**src/acrpc_regs.svh**
```systemverilog
`ifndef ACRPC_REGS_SVH
`define ACRPC_REGS_SVH

////////////////////////////////////////////////////////////////////////////////
// Register offsets
`define ACRPC_OFF_RES_HI 4'h0
`define ACRPC_OFF_RES_LO 4'h1
`define ACRPC_OFF_OPCTL 4'h2
`define ACRPC_OFF_REFPIN 4'h3
`define ACRPC_OFF_TIMFMT 4'h4
`define ACRPC_OFF_IRQ_STAT 4'h5
`define ACRPC_OFF_IRQ_MASK 4'h6

////////////////////////////////////////////////////////////////////////////////
// Field positions
`define ACRPC_OPCTL_ON 0
`define ACRPC_OPCTL_GO 1
`define ACRPC_OPCTL_CHS_LSB 2
`define ACRPC_REFPIN_PCFG_LSB 0
`define ACRPC_REFPIN_VCFG_LSB 4
`define ACRPC_TIMFMT_ADCS_LSB 0
`define ACRPC_TIMFMT_ACQT_LSB 3
`define ACRPC_TIMFMT_ALIGN 7
`define ACRPC_IRQ_DONE 0
`define ACRPC_IRQ_REFUSED 1

////////////////////////////////////////////////////////////////////////////////
// Reset values
`define ACRPC_OPCTL_RST 8'h00
`define ACRPC_REFPIN_RST 8'h00
`define ACRPC_TIMFMT_RST 8'h00
`define ACRPC_IRQ_RST 2'h0
`define ACRPC_RESULT_RST 8'h00

////////////////////////////////////////////////////////////////////////////////
// Timing counts, in conversion bit periods
`define ACRPC_GAP_TADS 5'd2
`define ACRPC_RESULT_BITS 10

`endif

```
**src/acrpc_pkg.sv**
```systemverilog
package acrpc_pkg;

  typedef enum logic [3:0] {
    ACRPC_ST_IDLE = 4'b0001,
    ACRPC_ST_ACQ = 4'b0010,
    ACRPC_ST_CONV = 4'b0100,
    ACRPC_ST_GAP = 4'b1000
  } acrpc_state_e;

  typedef logic [9:0] acrpc_result_t;

  // Drive toward the analog multiplexer and sample-and-hold
  typedef struct packed {
    logic converter_on;
    logic sample_enable;
    logic [3:0] input_select;
    logic channel_valid;
    logic [1:0] reference_select;
    logic [15:0] pin_analog_map;
  } acrpc_core_s;

endpackage : acrpc_pkg

```
**src/acrpc_ctrl.sv**
```systemverilog
`timescale 1ns/10ps
////////////////////////////////////////////////////////////////////////////////
////////////////////////////////////////////////////////////////////////////////
`include "acrpc_regs.svh"

module acrpc_ctrl
  import acrpc_pkg::*;
#(
  parameter int NUM_INPUTS = 16 // Implemented analog inputs
) (
  input wire logic sys_clk_i, // System clock, 200 MHz
  input wire logic rst_n_i, // Async reset, active low
  input wire logic [3:0] addr_i, // Register address
  input wire logic [7:0] wr_data_i, // Write data
  input wire logic wr_en_i, // Write strobe
  input wire logic rd_en_i, // Read strobe
  output logic [7:0] rd_data_o, // Read data, cycle after strobe
  output logic irq_o, // Level interrupt
  output acrpc_core_s core_o, // Mux, reference and pin control
  output acrpc_result_t dac_code_o, // Trial code to the DAC
  input wire logic cmp_i, // Comparator pin
  input wire logic rc_clk_i // Dedicated RC clock pin
);

  ////////////////////////////////////////////////////////////////////////////
  // Elaboration check

  if (NUM_INPUTS != 12 && NUM_INPUTS != 16) begin : g_bad_inputs
    $error("NUM_INPUTS must be 12 or 16");
  end

  localparam logic [15:0] IMPL_MASK = (NUM_INPUTS == 16) ? 16'hffff : 16'h0fff;

  ////////////////////////////////////////////////////////////////////////////
  // Decode functions

  // Analog pin map for a pin code
  function automatic logic [15:0] pin_map(input logic [3:0] code);
    logic [15:0] map;
    map = 16'h0000;
    for (int i = 0; i < 16; i++) begin
      map[i] = (code == 4'h0) || (i < (15 - int'(code)));
    end
    return map;
  endfunction : pin_map

  // Acquisition length in bit periods
  function automatic logic [4:0] acq_tads(input logic [2:0] code);
    case (code)
      3'h0: acq_tads = 5'd0;
      3'h1: acq_tads = 5'd2;
      3'h2: acq_tads = 5'd4;
      3'h3: acq_tads = 5'd6;
      3'h4: acq_tads = 5'd8;
      3'h5: acq_tads = 5'd12;
      3'h6: acq_tads = 5'd16;
      default: acq_tads = 5'd20;
    endcase
  endfunction : acq_tads

  // Result bytes in the chosen justification
  function automatic logic [15:0] fmt_result(input acrpc_result_t r, input logic right);
    if (right) begin
      fmt_result = {6'h00, r};
    end else begin
      fmt_result = {r, 6'h00};
    end
  endfunction : fmt_result

  ////////////////////////////////////////////////////////////////////////////
  // State

  logic conv_on_q;
  logic [3:0] input_select_q;
  logic [1:0] reference_select_q;
  logic [3:0] pin_analog_map_q;
  logic result_align_q;
  logic [2:0] acquisition_time_select_q;
  logic [2:0] conversion_clock_select_q;
  logic [7:0] result_high_byte_q;
  logic [7:0] result_low_byte_q;
  logic [1:0] irq_stat_q;
  logic [1:0] irq_stat_d;
  logic [1:0] irq_mask_q;
  logic [1:0] irq_mask_d;
  acrpc_state_e state_q;
  logic [4:0] cnt_q;
  logic tad_tick;
  logic sar_done;
  acrpc_result_t sar_code;

  ////////////////////////////////////////////////////////////////////////////
  // Access decode

  logic wr_opctl;
  logic wr_refpin;
  logic wr_timfmt;
  logic wr_mask;
  logic rd_stat;

  always_comb begin
    wr_opctl = 1'b0;
    wr_refpin = 1'b0;
    wr_timfmt = 1'b0;
    wr_mask = 1'b0;
    rd_stat = rd_en_i && (addr_i == `ACRPC_OFF_IRQ_STAT);
    if (!wr_en_i) begin
      wr_opctl = 1'b0;
    end else if (addr_i == `ACRPC_OFF_OPCTL) begin
      wr_opctl = 1'b1;
    end else if (addr_i == `ACRPC_OFF_REFPIN) begin
      wr_refpin = 1'b1;
    end else if (addr_i == `ACRPC_OFF_TIMFMT) begin
      wr_timfmt = 1'b1;
    end else if (addr_i == `ACRPC_OFF_IRQ_MASK) begin
      wr_mask = 1'b1;
    end
  end

  ////////////////////////////////////////////////////////////////////////////
  // Start, refuse and abort requests

  logic go_wr;
  logic start_req;
  logic refuse_req;
  logic abort_req;
  logic busy;

  assign busy = (state_q == ACRPC_ST_ACQ) || (state_q == ACRPC_ST_CONV);
  assign go_wr = wr_opctl && wr_data_i[`ACRPC_OPCTL_GO];
  // Start needs the converter already on and kept on
  assign start_req = go_wr && conv_on_q && wr_data_i[`ACRPC_OPCTL_ON] &&
                     (state_q == ACRPC_ST_IDLE);
  assign refuse_req = go_wr && !busy && !start_req;
  // Clearing the busy flag or the enable drops a running conversion
  assign abort_req = busy && wr_opctl &&
                     (!wr_data_i[`ACRPC_OPCTL_GO] || !wr_data_i[`ACRPC_OPCTL_ON]);

  ////////////////////////////////////////////////////////////////////////////
  // Control registers

  always_ff @(posedge sys_clk_i or negedge rst_n_i) begin
    if (!rst_n_i) begin
      conv_on_q <= 1'b0;
      input_select_q <= 4'h0;
    end else if (wr_opctl) begin
      conv_on_q <= wr_data_i[`ACRPC_OPCTL_ON];
      input_select_q <= wr_data_i[`ACRPC_OPCTL_CHS_LSB +: 4];
    end
  end

  always_ff @(posedge sys_clk_i or negedge rst_n_i) begin
    if (!rst_n_i) begin
      reference_select_q <= 2'h0;
      pin_analog_map_q <= 4'h0;
    end else if (wr_refpin) begin
      reference_select_q <= wr_data_i[`ACRPC_REFPIN_VCFG_LSB +: 2];
      pin_analog_map_q <= wr_data_i[`ACRPC_REFPIN_PCFG_LSB +: 4];
    end
  end

  always_ff @(posedge sys_clk_i or negedge rst_n_i) begin
    if (!rst_n_i) begin
      result_align_q <= 1'b0;
      acquisition_time_select_q <= 3'h0;
      conversion_clock_select_q <= 3'h0;
    end else if (wr_timfmt) begin
      result_align_q <= wr_data_i[`ACRPC_TIMFMT_ALIGN];
      acquisition_time_select_q <= wr_data_i[`ACRPC_TIMFMT_ACQT_LSB +: 3];
      conversion_clock_select_q <= wr_data_i[`ACRPC_TIMFMT_ADCS_LSB +: 3];
    end
  end

  ////////////////////////////////////////////////////////////////////////////
  // Conversion sequencer

  always_ff @(posedge sys_clk_i or negedge rst_n_i) begin
    if (!rst_n_i) begin
      state_q <= ACRPC_ST_IDLE;
      cnt_q <= 5'd0;
    end else begin
      case (state_q)
        ACRPC_ST_IDLE: begin
          if (start_req && acq_tads(acquisition_time_select_q) == 5'd0) begin
            state_q <= ACRPC_ST_CONV;
          end else if (start_req) begin
            state_q <= ACRPC_ST_ACQ;
            cnt_q <= acq_tads(acquisition_time_select_q);
          end
        end
        ACRPC_ST_ACQ: begin
          if (abort_req || !conv_on_q) begin
            state_q <= ACRPC_ST_IDLE;
          end else if (tad_tick && cnt_q == 5'd1) begin
            state_q <= ACRPC_ST_CONV;
          end else if (tad_tick) begin
            cnt_q <= cnt_q - 5'd1;
          end
        end
        ACRPC_ST_CONV: begin
          if (abort_req || !conv_on_q) begin
            state_q <= ACRPC_ST_IDLE;
          end else if (sar_done) begin
            state_q <= ACRPC_ST_GAP;
            cnt_q <= `ACRPC_GAP_TADS;
          end
        end
        ACRPC_ST_GAP: begin
          if (!conv_on_q || (tad_tick && cnt_q == 5'd1)) begin
            state_q <= ACRPC_ST_IDLE;
          end else if (tad_tick) begin
            cnt_q <= cnt_q - 5'd1;
          end
        end
        default: begin
          state_q <= ACRPC_ST_IDLE;
        end
      endcase
    end
  end

  logic sar_start;
  logic sar_abort;

  assign sar_start = (state_q == ACRPC_ST_IDLE && start_req &&
                      acq_tads(acquisition_time_select_q) == 5'd0) ||
                     (state_q == ACRPC_ST_ACQ && !abort_req && conv_on_q &&
                      tad_tick && cnt_q == 5'd1);
  assign sar_abort = (state_q == ACRPC_ST_CONV) && (abort_req || !conv_on_q);

  ////////////////////////////////////////////////////////////////////////////
  // Result pair

  logic [15:0] result_fmt;

  assign result_fmt = fmt_result(sar_code, result_align_q);

  always_ff @(posedge sys_clk_i or negedge rst_n_i) begin
    if (!rst_n_i) begin
      result_high_byte_q <= `ACRPC_RESULT_RST;
      result_low_byte_q <= `ACRPC_RESULT_RST;
    end else if (state_q == ACRPC_ST_CONV && sar_done) begin
      result_high_byte_q <= result_fmt[15:8];
      result_low_byte_q <= result_fmt[7:0];
    end
  end

  ////////////////////////////////////////////////////////////////////////////
  // Interrupt status and mask

  always_comb begin
    irq_stat_d = irq_stat_q;
    if (rd_stat) begin
      irq_stat_d = 2'h0;
    end
    // Set wins over the read clear
    if (state_q == ACRPC_ST_CONV && sar_done && conv_on_q) begin
      irq_stat_d[`ACRPC_IRQ_DONE] = 1'b1;
    end
    if (refuse_req) begin
      irq_stat_d[`ACRPC_IRQ_REFUSED] = 1'b1;
    end
    irq_mask_d = wr_mask ? wr_data_i[1:0] : irq_mask_q;
  end

  always_ff @(posedge sys_clk_i or negedge rst_n_i) begin
    if (!rst_n_i) begin
      irq_stat_q <= `ACRPC_IRQ_RST;
      irq_mask_q <= `ACRPC_IRQ_RST;
      irq_o <= 1'b0;
    end else begin
      irq_stat_q <= irq_stat_d;
      irq_mask_q <= irq_mask_d;
      irq_o <= |(irq_stat_d & irq_mask_d);
    end
  end

  ////////////////////////////////////////////////////////////////////////////
  // Read data

  always_ff @(posedge sys_clk_i or negedge rst_n_i) begin
    if (!rst_n_i) begin
      rd_data_o <= 8'h00;
    end else if (!rd_en_i) begin
      rd_data_o <= 8'h00;
    end else if (addr_i == `ACRPC_OFF_RES_HI) begin
      rd_data_o <= result_high_byte_q;
    end else if (addr_i == `ACRPC_OFF_RES_LO) begin
      rd_data_o <= result_low_byte_q;
    end else if (addr_i == `ACRPC_OFF_OPCTL) begin
      rd_data_o <= {2'h0, input_select_q, busy && conv_on_q, conv_on_q};
    end else if (addr_i == `ACRPC_OFF_REFPIN) begin
      rd_data_o <= {2'h0, reference_select_q, pin_analog_map_q};
    end else if (addr_i == `ACRPC_OFF_TIMFMT) begin
      rd_data_o <= {result_align_q, 1'b0, acquisition_time_select_q,
                    conversion_clock_select_q};
    end else if (addr_i == `ACRPC_OFF_IRQ_STAT) begin
      rd_data_o <= {6'h00, irq_stat_q};
    end else if (addr_i == `ACRPC_OFF_IRQ_MASK) begin
      rd_data_o <= {6'h00, irq_mask_q};
    end else begin
      rd_data_o <= 8'h00;
    end
  end

  ////////////////////////////////////////////////////////////////////////////
  // Analog side drive

  always_ff @(posedge sys_clk_i or negedge rst_n_i) begin
    if (!rst_n_i) begin
      core_o <= '0;
    end else begin
      core_o.converter_on <= conv_on_q;
      // Hold capacitor disconnected while converting and while the converter is off
      core_o.sample_enable <= conv_on_q && (state_q != ACRPC_ST_CONV);
      core_o.input_select <= input_select_q;
      core_o.channel_valid <= IMPL_MASK[input_select_q];
      core_o.reference_select <= reference_select_q;
      core_o.pin_analog_map <= pin_map(pin_analog_map_q) & IMPL_MASK;
    end
  end

  ////////////////////////////////////////////////////////////////////////////
  // Bit period clock and approximation engine

  acrpc_tad_gen u_tad_gen (
    .sys_clk_i(sys_clk_i),
    .rst_n_i(rst_n_i),
    .run_i(state_q != ACRPC_ST_IDLE && !(state_q == ACRPC_ST_CONV && sar_done)),
    .clk_sel_i(conversion_clock_select_q),
    .rc_clk_i(rc_clk_i),
    .tick_o(tad_tick)
  );

  acrpc_sar u_sar (
    .sys_clk_i(sys_clk_i),
    .rst_n_i(rst_n_i),
    .start_i(sar_start),
    .abort_i(sar_abort),
    .step_i(tad_tick && state_q == ACRPC_ST_CONV),
    .cmp_i(cmp_i),
    .dac_code_o(sar_code),
    .done_o(sar_done)
  );

  assign dac_code_o = sar_code;

endmodule : acrpc_ctrl

```
**src/acrpc_tad_gen.sv**
```systemverilog
`timescale 1ns/10ps
module acrpc_tad_gen (
  input wire logic sys_clk_i, // System clock
  input wire logic rst_n_i, // Async reset, active low
  input wire logic run_i, // Count while high
  input wire logic [2:0] clk_sel_i, // Conversion clock select
  input wire logic rc_clk_i, // Dedicated RC clock pin
  output logic tick_o // One pulse per bit period
);

  logic [5:0] div_q;
  logic [2:0] rc_sync_q;
  logic rc_level_q;

  // Divide ratio minus one; zero selects the RC clock
  function automatic logic [5:0] div_last(input logic [2:0] sel);
    case (sel)
      3'h0: div_last = 6'h01;
      3'h1: div_last = 6'h07;
      3'h2: div_last = 6'h1f;
      3'h4: div_last = 6'h03;
      3'h5: div_last = 6'h0f;
      3'h6: div_last = 6'h3f;
      default: div_last = 6'h00;
    endcase
  endfunction : div_last

  always_ff @(posedge sys_clk_i or negedge rst_n_i) begin
    if (!rst_n_i) begin
      rc_sync_q <= 3'h0;
      rc_level_q <= 1'b0;
    end else begin
      rc_sync_q <= {rc_sync_q[1:0], rc_clk_i};
      if (rc_sync_q[1] == rc_sync_q[2]) begin
        rc_level_q <= rc_sync_q[2];
      end
    end
  end

  always_ff @(posedge sys_clk_i or negedge rst_n_i) begin
    if (!rst_n_i) begin
      div_q <= 6'h00;
      tick_o <= 1'b0;
    end else if (!run_i) begin
      div_q <= 6'h00;
      tick_o <= 1'b0;
    end else if (div_last(clk_sel_i) == 6'h00) begin
      div_q <= 6'h00;
      tick_o <= rc_sync_q[1] && rc_sync_q[2] && !rc_level_q;
    end else if (div_q == div_last(clk_sel_i)) begin
      div_q <= 6'h00;
      tick_o <= 1'b1;
    end else begin
      div_q <= div_q + 6'h01;
      tick_o <= 1'b0;
    end
  end

endmodule : acrpc_tad_gen

```
**src/acrpc_sar.sv**
```systemverilog
`timescale 1ns/10ps
module acrpc_sar
  import acrpc_pkg::*;
(
  input wire logic sys_clk_i, // System clock
  input wire logic rst_n_i, // Async reset, active low
  input wire logic start_i, // Begin a conversion
  input wire logic abort_i, // Drop the conversion
  input wire logic step_i, // One bit period elapsed
  input wire logic cmp_i, // Comparator pin, input at or above trial code
  output acrpc_result_t dac_code_o, // Trial code to the DAC
  output logic done_o // One pulse when the result is final
);

  logic [2:0] cmp_sync_q;
  logic cmp_level_q;
  logic [3:0] bit_q;
  logic busy_q;

  always_ff @(posedge sys_clk_i or negedge rst_n_i) begin
    if (!rst_n_i) begin
      cmp_sync_q <= 3'h0;
      cmp_level_q <= 1'b0;
    end else begin
      cmp_sync_q <= {cmp_sync_q[1:0], cmp_i};
      if (cmp_sync_q[1] == cmp_sync_q[2]) begin
        cmp_level_q <= cmp_sync_q[2];
      end
    end
  end

  // One bit decided per bit period, MSB first
  always_ff @(posedge sys_clk_i or negedge rst_n_i) begin
    if (!rst_n_i) begin
      dac_code_o <= 10'h000;
      bit_q <= 4'h0;
      busy_q <= 1'b0;
      done_o <= 1'b0;
    end else begin
      done_o <= 1'b0;
      if (abort_i) begin
        busy_q <= 1'b0;
      end else if (start_i) begin
        dac_code_o <= 10'h200;
        bit_q <= 4'h9;
        busy_q <= 1'b1;
      end else if (busy_q && step_i) begin
        dac_code_o[bit_q] <= cmp_level_q;
        if (bit_q == 4'h0) begin
          busy_q <= 1'b0;
          done_o <= 1'b1;
        end else begin
          dac_code_o[bit_q - 4'h1] <= 1'b1;
          bit_q <= bit_q - 4'h1;
        end
      end
    end
  end

endmodule : acrpc_sar

```
**config.mk**
```make
export PLATFORM = sky130hd
export DESIGN_NAME = acrpc_ctrl
export DESIGN_NICKNAME = d
export VERILOG_FILES = /design/src/acrpc_pkg.sv /design/src/acrpc_ctrl.sv /design/src/acrpc_tad_gen.sv /design/src/acrpc_sar.sv
export VERILOG_INCLUDE_DIRS = /design/src
export SDC_FILE = /design/constraint.sdc
export NUM_CORES = 1
export LEC_CHECK = 0
export ABC_CLOCK_PERIOD_IN_PS = 5030
export BUFFER_PORTS_ARGS = -buffer_cell sky130_fd_sc_hd__buf_4
export CAP_MARGIN = 10
export CORE_ASPECT_RATIO = 0.5
export CORE_UTILIZATION = 30
export DETAILED_ROUTE_END_ITERATION = 8
export SETUP_SLACK_MARGIN = 0.3
export SLEW_MARGIN = 5
export SYNTH_ARGS = -nofsm -noshare
export SYNTH_HDL_FRONTEND = slang
export SYNTH_SLANG_ARGS = --single-unit
export TNS_END_PERCENT = 5
```
**constraint.sdc**
```tcl
create_clock -name sys_clk_i -period 5.03 [get_ports sys_clk_i]
set_input_delay 0 -clock sys_clk_i [delete_from_list [all_inputs] [get_ports sys_clk_i]]
set_output_delay 0 -clock sys_clk_i [all_outputs]
set_load 0.1 [all_outputs]
```
==> impl_metrics.py, run 1 <==
metrics = {
    "synth": {
        "synth-edff-count": 0,
        "syn_avg_cell_area_sq_um": 9.88,
        "seq_area_frac_synth_pct": 52.2,
        "synth_fp_nets": 572,
        "ys_warn_count": 0,
        "synth_seq_cells": 112,
        "async_reset_ff_share_pct": 100,
        "synthFlopType": "dfrtp_1",
        "syn-cell-area_sq_um": 5370,
        "synth_cells": 544,
        "yosysUniqueCellTypes": 68,
    },
    "floorplan": {
        "core.rowCount": 34,
        "core_region_area_sq_um": 17400,
        "die_y_um": 96.6,
        "floorplan.initialDensity_pct": 30.8,
        "dieArea_sq_um": 18500,
        "dieWidth_um": 191,
        "io_pins": 62,
    },
    "worst_setup_path": {
        "required_ns": 5.28,
        "cp-start-kind": "flip-flop",
        "cp_cell_sequence": "inv_1 -> or4_1 -> nand3b_1 -> o21ai_2 -> o21ai_0 -> a21o_1",
        "max_stage_delay_ns": 0.71,
        "cp-end-kind": "flip-flop",
        "critPathArrivalTime_ns": 2.62,
        "worstSetupPathType": "flip-flop to flip-flop",
        "cp_max_fo": 15,
        "crit_slowest_cell": "or4_1",
        "r2r_cells": 6,
    },
    "cells_and_area": {
        "antennaDiodeCount": 0,
        "final_cells": 835,
        "n_fill_cell": 1761,
        "drive_gt1_share_pct": 18.0,
        "nNetsFinal": 624,
        "syn_to_final_growth_pct": 19.2,
        "finalInstanceArea_sq_um": 6410,
    },
    "clock_network": {
        "clock_sinks": 112,
        "postCtsHoldBufs": 13,
        "root_buffer": "clkbuf_16",
        "clk_pin_slew_ns": 0.08,
        "cts_setup_buffers": 0,
        "clockBufferDepth": 2,
        "htree_levels": 3,
        "numCtsBuffers": 9,
        "cts_tree": "yes",
        "cts_resized": 0,
        "worstSkewPairLatency_ns": 0.35,
    },
    "placement": {
        "place.gp.congestion": 0.841,
        "post_dp_cell_area_sq_um": 5980,
        "place_ws_ns": 2.64,
        "io_buffers": 60,
        "dp_hpwl_um": 8780,
        "place_inst": 806,
    },
    "sta": {
        "rsz0062_at_grt": "no",
        "slew_violations": 0,
        "final.min_clock_period_ns": 2.37,
        "post-route-period-util_pct": 47.1,
        "final-setup-viol-count": 0,
        "fin_setup_tns_ns": 0,
        "hold_violations": 0,
        "slew_headroom_pct": 46.0,
        "worst_slack_ns": 2.66,
        "skew_ns": 0.0102,
        "worst_pin_slew_ns": 0.810,
        "max_clock_freq_mhz": 422,
    },
    "pwr": {
        "peakVddDrop_v": 0.000267,
        "p_per_area_nw_per_um2": 427,
        "power.total_w": 0.00274,
        "p_leak_nw": 2.78,
    },
    "worst_hold_path": {
        "min_path_cells": 2,
        "hold_path.class": "input port to flip-flop",
    },
    "grt": {
        "grt_pass1_vias": 3999,
        "antenna_found_initial": 0,
        "grt.total_usage_pct": 14.3,
        "grt_pass1_wl_um": 21100,
        "overflow": 0,
        "grt_max_degree": 65,
    },
    "outcome": {
        "status": "finished clean",
    },
    "drt": {
        "drtAntennaViolNets": 0,
        "drt-wirelength-per-cell_um": 15.0,
        "routed_wl_um": 12500,
        "remaining_drc_errors": 0,
        "firstDrtPassIters": 4,
        "vias": 4098,
        "viasPerCell": 4.91,
        "initialDrtViolationCount": 402,
    },
    "flow_run": {
        "cap_violations": 0,
    },
}
per-layer routing:
| layer | vias up | track usage, % | routed length (um) |
|---|---|---|---|
| met3 | 13 | 2.43 | 387 |
| li1 | 2021 | - | - |
| met5 | - | 0 | 0 |
| met1 | 2006 | 20.4 | 6370 |
| met2 | 58 | 22.2 | 5640 |
| met4 | 0 | 3.85 | 141 |
cells in the mapped netlist (6+ instances only):
library cell | count | area share (%)
dfrtp_1 | 111 | 52
nand2_1 | 83 | 5.8
ha_1 | 10 | 2.3
a32oi_1 | 6 | 0.98
o21ai_0 | 55 | 5.1
o2bb2ai_1 | 8 | 1.3
o22ai_1 | 8 | 0.93
mux2i_1 | 8 | 1.5
o211ai_1 | 6 | 0.84
inv_1 | 15 | 1.0
mux2_2 | 15 | 3.1
nor2_1 | 34 | 2.4
nor3_1 | 12 | 1.1
clkbuf_1 | 23 | 1.6
nand3_1 | 13 | 1.2
and2_1 | 10 | 1.2
a21oi_1 | 21 | 2.0
power breakdown:
group	leakage [nW]	switching, W	internal [W]	total [W]
Clock	0.140	0.000357	0.000352	0.000709
Combinational	1.20	0.000615	0.000243	0.000858
Sequential	1.43	0.000141	0.00103	0.00117
worst paths after layout:
| check | from | endpoint | slack [ns] |
|---|---|---|---|
| setup / recovery | state_q[0] | u_sar.dac_code_o[8] | 2.66 |
| hold / removal | addr_i[1] | rd_data_o[6] | 0.01 |
| setup reg to reg | state_q[0] | u_sar.dac_code_o[8] | 2.66 |
| hold reg to reg | u_sar.cmp_sync_q[0] | u_sar.cmp_sync_q[1] | 0.35 |
| max in group asynchronous | rst_n_i | state_q[1] | 3.58 |
| min in group asynchronous | rst_n_i | core_o[3] | 0.20 |
final cells by class:
class | instances | area, sq um | share of cell area [%]
Inverter | 15 | 56.3 | 0.879
Timing Repair Buffer | 75 | 596 | 9.30
Tap cell | 234 | 293 | 4.57
Multi-Input combinational cell | 383 | 2360 | 36.8
Clock inverter | 7 | 73.8 | 1.15
Clock buffer | 9 | 225 | 3.52
Sequential cell | 112 | 2800 | 43.8
through the flow:
step / hold WS, ns / util, %
floorplan: -0.296 / -
global placement: 0.0484 / 34.3
detailed placement: 0.0619 / 34.3
CTS: 0.00469 / 36.7
global route: 0.0383 / 36.7
finish: 0.0144 / 36.7
cells in the final DEF, fill, tap and decap left out, types with 5 or more instances in the layout:
cell type / synthesis / layout
a21oi_1: 21 / 21
o22ai_1: 8 / 8
and2_1: 10 / 10
nand2_1: 83 / 83
a31oi_1: 5 / 5
xor2_1: 5 / 5
dfrtp_1: 111 / 111
mux2i_1: 8 / 8
ha_1: 10 / 10
clkbuf_16: 0 / 9
mux2_2: 15 / 15
o2bb2ai_1: 8 / 8
nor2_1: 34 / 34
inv_1: 15 / 15
nor2b_1: 5 / 5
nand2b_1: 5 / 5
o211ai_1: 6 / 6
buf_4: 3 / 62
nor3_1: 12 / 12
nand3_1: 13 / 13
o21ai_0: 55 / 55
a32oi_1: 6 / 6
dlygate4sd3_1: 0 / 13
worst max-delay path, delay by kind of cell, from the launching register on:
kind | cells | cell delay, ns
and+or+nand+nor | 2 | 1.00
AOI/OAI and AO/OA | 3 | 0.62
DFF | 1 | 0.59
buffers and inverters | 1 | 0.06
state kept, by name, indices dropped and copies added, names as in the netlist, 5 cells and up:
name and flops:
cnt_q 5, core_o 25, rd_data_o 8, result_high_byte_q 8, result_low_byte_q 8, u_sar.dac_code_o 10
u_tad_gen.div_q 6
kinds of logic after synthesis:
logic type / share of synthesized area [%]
multiplexers: 4.63
XOR/XNOR: 1.30
buffers and inverters: 3.91
AO/OA/AOI/OAI: 17.2
AND/OR/NAND/NOR: 18.2
adder cells (fa/ha/maj): 2.52
other: 0.0698
flip-flops: 52.2
No activity file was read; power rests on OpenSTA's default activity.
==> inputs of run 2 (changes only) <==
ABC_CLOCK_PERIOD_IN_PS = 2350   (was 5030)
clock period = 2.35 ns   (was 5.03 ns; I/O delays follow)
==> run 2 against run 1 <==
  * Clock skew decreased by 0.0014 ns
  * Critical path depth unchanged
  * Cell count increased by 2.5%
  * Core utilization increased by 1.7 points
  * Flip-flop and latch count unchanged
  * Critical endpoint is now u_sar.bit_q[0]
  * Combinational power increased by 140%
  * Largest power group unchanged
==> impl_metrics.py, run 2 (synthesis gave the netlist of run 1 again) <==
metrics = {
    "cells_and_area": {
        "drive_gt1_share_pct": 22.5,
        "final_cells": 856,
        "finalInstanceArea_sq_um": 6700,
        "regMostFlops": "core_o",
        "fin_util_pct": 38.4,
        "syn_to_final_growth_pct": 24.7,
        "antennaDiodeCount": 0,
        "largest_reg_flops": 25,
        "final_cell_mix": "dfrtp_1 (110), nand2_1 (83), buf_4 (78), o21ai_0 (54), nor2_1 (34)",
        "final_common_cell": "dfrtp_1",
        "n_fill_cell": 1755,
        "nNetsFinal": 645,
        "reg.largest.list": "core_o x25, u_sar.dac_code_o x10",
    },
    "placement": {
        "post_dp_cell_area_sq_um": 6070,
        "place.gp.congestion": 0.809,
        "dp_hpwl_um": 9080,
        "io_buffers": 60,
        "place_ws_ns": 0.131,
        "place_inst": 817,
    },
    "clock_network": {
        "root_buffer": "clkbuf_16",
        "worstSkewPairLatency_ns": 0.35,
        "numCtsBuffers": 9,
        "htree_levels": 3,
        "clockBufferDepth": 2,
        "clock_sinks": 112,
        "cts_tree": "yes",
        "clk_pin_slew_ns": 0.08,
    },
    "worst_setup_path": {
        "cp-end-kind": "flip-flop",
        "crit_slowest_cell": "nor3_1",
        "critPathArrivalTime_ns": 2.41,
        "rr_endpoint": "u_sar.bit_q[0]",
        "crit_start": "cnt_q[3]",
        "worstSetupPathType": "flip-flop to flip-flop",
        "max_stage_delay_ns": 0.50,
        "crit_buf_inv": 0,
        "regToRegSetupSlack_ns": 0.21,
        "critical_path.top_delay_family": "simple AND/OR/NAND/NOR gates",
        "r2r_cells": 6,
        "required_ns": 2.62,
        "cp-start-kind": "flip-flop",
        "rr_startpoint": "cnt_q[3]",
        "cp_cell_sequence": "nor3_1 -> nand3_1 -> a21boi_0 -> o21ai_0 -> nor2_1 -> a31oi_1",
        "cp_max_fo": 4,
    },
    "worst_hold_path": {
        "min_to": "rd_data_o[6]",
        "hp-start": "addr_i[1]",
        "min_path_cells": 2,
        "hold_path.class": "input port to flip-flop",
    },
    "pwr": {
        "peakVddDrop_v": 0.000538,
        "p_per_area_nw_per_um2": 911,
        "p_leak_nw": 2.91,
    },
    "sta": {
        "worst_pin_slew_ns": 0.594,
        "slew_violations": 0,
        "hold_violations": 0,
        "skew_ns": 0.00884,
        "post-route-period-util_pct": 91.0,
        "rsz0062_at_grt": "yes",
        "final-setup-viol-count": 0,
        "fin_setup_tns_ns": 0,
        "max_clock_freq_mhz": 468,
        "final.min_clock_period_ns": 2.14,
        "slew_headroom_pct": 60.3,
        "worst_slack_ns": 0.212,
    },
    "drt": {
        "drt-wirelength-per-cell_um": 15.2,
        "drtAntennaViolNets": 0,
        "initialDrtViolationCount": 263,
        "routed_wl_um": 13000,
        "remaining_drc_errors": 0,
        "vias": 4277,
        "firstDrtPassIters": 5,
        "viasPerCell": 5.00,
    },
    "grt": {
        "grt.total_usage_pct": 14.7,
        "grt_max_degree": 63,
        "grt_pass1_vias": 4047,
        "antenna_found_initial": 0,
        "overflow": 0,
        "grt_pass1_wl_um": 21700,
    },
    "floorplan": {
        "floorplan.initialDensity_pct": 30.8,
        "core_region_area_sq_um": 17400,
        "io_pins": 62,
        "die_y_um": 96.6,
        "dieWidth_um": 191,
        "core.rowCount": 34,
        "dieArea_sq_um": 18500,
    },
    "outcome": {
        "status": "finished clean",
    },
    "flow_run": {
        "cap_violations": 0,
    },
}
run 2: worst max-delay path by stage:
stage,endpoint,cells after the start,slack [ns]
global placement,u_sar.dac_code_o[8],6,0.16
global route,u_sar.bit_q[3],6,0.13
finish,u_sar.bit_q[0],6,0.21
CTS,u_sar.dac_code_o[1],6,0.27
floorplan,u_tad_gen.div_q[2],6,0.33
detailed placement,u_sar.dac_code_o[1],6,0.13
run 2: layout make-up:
cell class | instances | area, sq um | area share [%]
Tap cell | 234 | 293 | 4.37
Multi-Input combinational cell | 383 | 2440 | 36.4
Clock inverter | 7 | 86.3 | 1.29
Clock buffer | 9 | 225 | 3.36
Timing Repair Buffer | 96 | 796 | 11.9
Inverter | 15 | 56.3 | 0.840
Sequential cell | 112 | 2810 | 41.9
run 2: what timing repair did:
| item | in CTS | in global routing |
|---|---|---|
| hold buffers | 14 | 0 |
| cloned | 0 | 1 |
| setup buffers | 2 | 6 |
| hold endpoints to repair | 70 | 0 |
| gates resized for setup | 4 | 13 |
| setup endpoints to repair | 26 | 45 |
| pin swaps | 1 | 5 |
run 2: metal layers:
layer	share of wire, %	track usage [%]	vias up
met5	0	0	-
met4	0.98	3.48	0
met3	3.9	2.32	14
met2	46	23.3	96
met1	49	21.0	2101
li1	-	-	2066
run 2: metrics by stage:
step | total power, W | hold slack, ns
global route | 0.00643 | 0.0186
CTS | 0.00604 | 0.00610
floorplan | 0.00392 | -0.296
finish | 0.00611 | 0.00729
detailed placement | 0.00442 | 0.0255
global placement | 0.00439 | 0.0167
run 2: worst register-to-register path, delay by kind of cell (launching register included):
family	cells	cell delay, ns
compound gates	3	0.73
flops	1	0.41
simple gates	3	0.91
run 2: power by group:
group	internal, W	switching [W]
Combinational	0.000641	0.00143
Clock	0.000765	0.000792
Sequential	0.00220	0.000271
Total	0.00361	0.00250
==> inputs of run 3 (changes only) <==
ABC_CLOCK_PERIOD_IN_PS = 2710   (was 2350)
clock period = 2.71 ns   (was 2.35 ns; I/O delays follow)
==> run 3 against run 2 <==
  * Non-clock buffer count fell by 17
  * Count of clock-buffer cells in the layout stayed put
  * Global-route usage fell by 0.56 points
  * Register-to-register slack better by 0.24 ns
  * Cell count fell by 2.0%
  * Flip-flop and latch count unchanged
  * Sequential share of layout area rose by 1.5 points
  * Critical path depth did not move
  * Cell area decreased by 3.4%
==> impl_metrics.py, run 3 (synthesis gave the netlist of run 1 again) <==
metrics = {
    "drt": {
        "viasPerCell": 4.93,
        "drt-wirelength-per-cell_um": 15.1,
        "remaining_drc_errors": 0,
        "drtAntennaViolNets": 0,
        "firstDrtPassIters": 5,
        "vias": 4134,
        "routed_wl_um": 12600,
        "initialDrtViolationCount": 326,
    },
    "worst_hold_path": {
        "hold_path.class": "input port to flip-flop",
        "min_path_cells": 2,
    },
    "cells_and_area": {
        "fin_util_pct": 37.1,
        "nNetsFinal": 628,
        "reg.largest.list": "core_o x25, u_sar.dac_code_o x10",
        "n_fill_cell": 1744,
        "syn_to_final_growth_pct": 20.4,
        "final_cell_mix": "dfrtp_1 (111), nand2_1 (83), buf_4 (64), o21ai_0 (55), nor2_1 (34)",
        "seqCellArea_sq_um": 2800,
        "final_common_cell": "dfrtp_1",
        "drive_gt1_share_pct": 18.7,
        "largest_reg_flops": 25,
        "antennaDiodeCount": 0,
        "final_cells": 839,
        "multi_input_area_sq_um": 2360,
        "regMostFlops": "core_o",
    },
    "sta": {
        "post-route-period-util_pct": 83.2,
        "final-setup-viol-count": 0,
        "slew_violations": 0,
        "max_clock_freq_mhz": 444,
        "skew_ns": 0.00764,
        "rsz0062_at_grt": "no",
        "hold_violations": 0,
        "slew_headroom_pct": 39.7,
        "final.min_clock_period_ns": 2.25,
        "worst_pin_slew_ns": 0.899,
        "fin_setup_tns_ns": 0,
    },
    "placement": {
        "dp_hpwl_um": 9080,
        "io_buffers": 60,
        "place.gp.congestion": 0.817,
        "place_inst": 809,
    },
    "clock_network": {
        "root_buffer": "clkbuf_16",
        "cts_tree": "yes",
        "cts_setup_buffers": 0,
        "clock_sinks": 112,
        "numCtsBuffers": 9,
        "clockBufferDepth": 2,
        "htree_levels": 3,
        "worstSkewPairLatency_ns": 0.35,
        "clk_pin_slew_ns": 0.08,
    },
    "floorplan": {
        "core.rowCount": 34,
        "io_pins": 62,
        "floorplan.initialDensity_pct": 30.8,
        "die_y_um": 96.6,
        "dieWidth_um": 191,
        "dieArea_sq_um": 18500,
        "core_region_area_sq_um": 17400,
    },
    "grt": {
        "grt_max_degree": 48,
        "antenna_found_initial": 0,
        "overflow": 0,
        "grt_pass1_wl_um": 20800,
        "grt.total_usage_pct": 14.1,
        "grt_pass1_vias": 3852,
    },
    "flow_run": {
        "cap_violations": 0,
    },
    "worst_setup_path": {
        "critPathArrivalTime_ns": 2.48,
        "cp-end-kind": "flip-flop",
        "cp-start-kind": "flip-flop",
        "required_ns": 2.94,
        "r2r_cells": 6,
        "worstSetupPathType": "flip-flop to flip-flop",
        "regToRegSetupSlack_ns": 0.46,
        "cp_max_fo": 11,
    },
    "pwr": {
        "p_per_area_nw_per_um2": 800,
        "peakVddDrop_v": 0.000605,
        "p_leak_nw": 2.81,
    },
    "outcome": {
        "status": "finished clean",
    },
}
[run 3: routing by layer]
metal	up-vias	routed length [um]	global-route usage, %
met3	11	499	2.83
met1	2029	6230	20.8
li1	2027	-	-
met4	0	100	3.11
met2	67	5800	21.3
met5	-	0	0
[run 3: what timing repair did]
item,4_1_cts,5_1_grt
hold endpoints to repair,75,0
resized for setup,0,2
endpoints found under the setup margin,0,15
hold buffers,14,0
[run 3: final cells by class]
cell class              count  share of cell area [%]
multi-input cells         383                    36.5
clock buffers               9                    3.48
clock inverters             7                    1.33
well taps                 234                    4.53
repair buffers             79                    9.90
inverters                  15                   0.870
flip-flops and latches    112                    43.3
[run 3: worst paths after layout]
path | from | to
worst max-delay path | conversion_clock_select_q[0] | u_tad_gen.div_q[5]
worst min-delay path | addr_i[1] | rd_data_o[6]
worst max register to register | conversion_clock_select_q[0] | u_tad_gen.div_q[5]
worst min register to register | u_tad_gen.rc_sync_q[0] | u_tad_gen.rc_sync_q[1]
max in group asynchronous | rst_n_i | state_q[0]
min in group asynchronous | rst_n_i | core_o[1]
[run 3: metrics by stage]
stage	power (W)	cell area [sq um]	setup WS, ns	hold slack, ns
2_1_floorplan	0.00340	5370	0.604	-0.296
3_5_place_dp	0.00381	6010	0.338	0.0604
6_report	0.00518	6470	0.456	0.0144
4_1_cts	0.00521	6460	0.331	0.00173
5_1_grt	0.00543	6470	0.315	0.0251
3_3_place_gp	0.00378	6010	0.396	0.0518
[run 3: report_power, final]
| part | leakage [nW] | switching, W | total [W] | internal [W] |
|---|---|---|---|---|
| logic | 1.22 | 0.00117 | 0.00164 | 0.000471 |
| clock network | 0.150 | 0.000647 | 0.00138 | 0.000738 |
| registers | 1.43 | 0.000248 | 0.00216 | 0.00191 |
| total | 2.81 | 0.00206 | 0.00518 | 0.00312 |
[run 3: critical path, stage by stage, from the launching register on]
cell and delay [ns]:
dfrtp_1 0.52, or4b_2 0.62, a221oi_1 0.39, a21oi_1 0.08
o211a_1 0.25, nand3_1 0.20, nor2_1 0.09
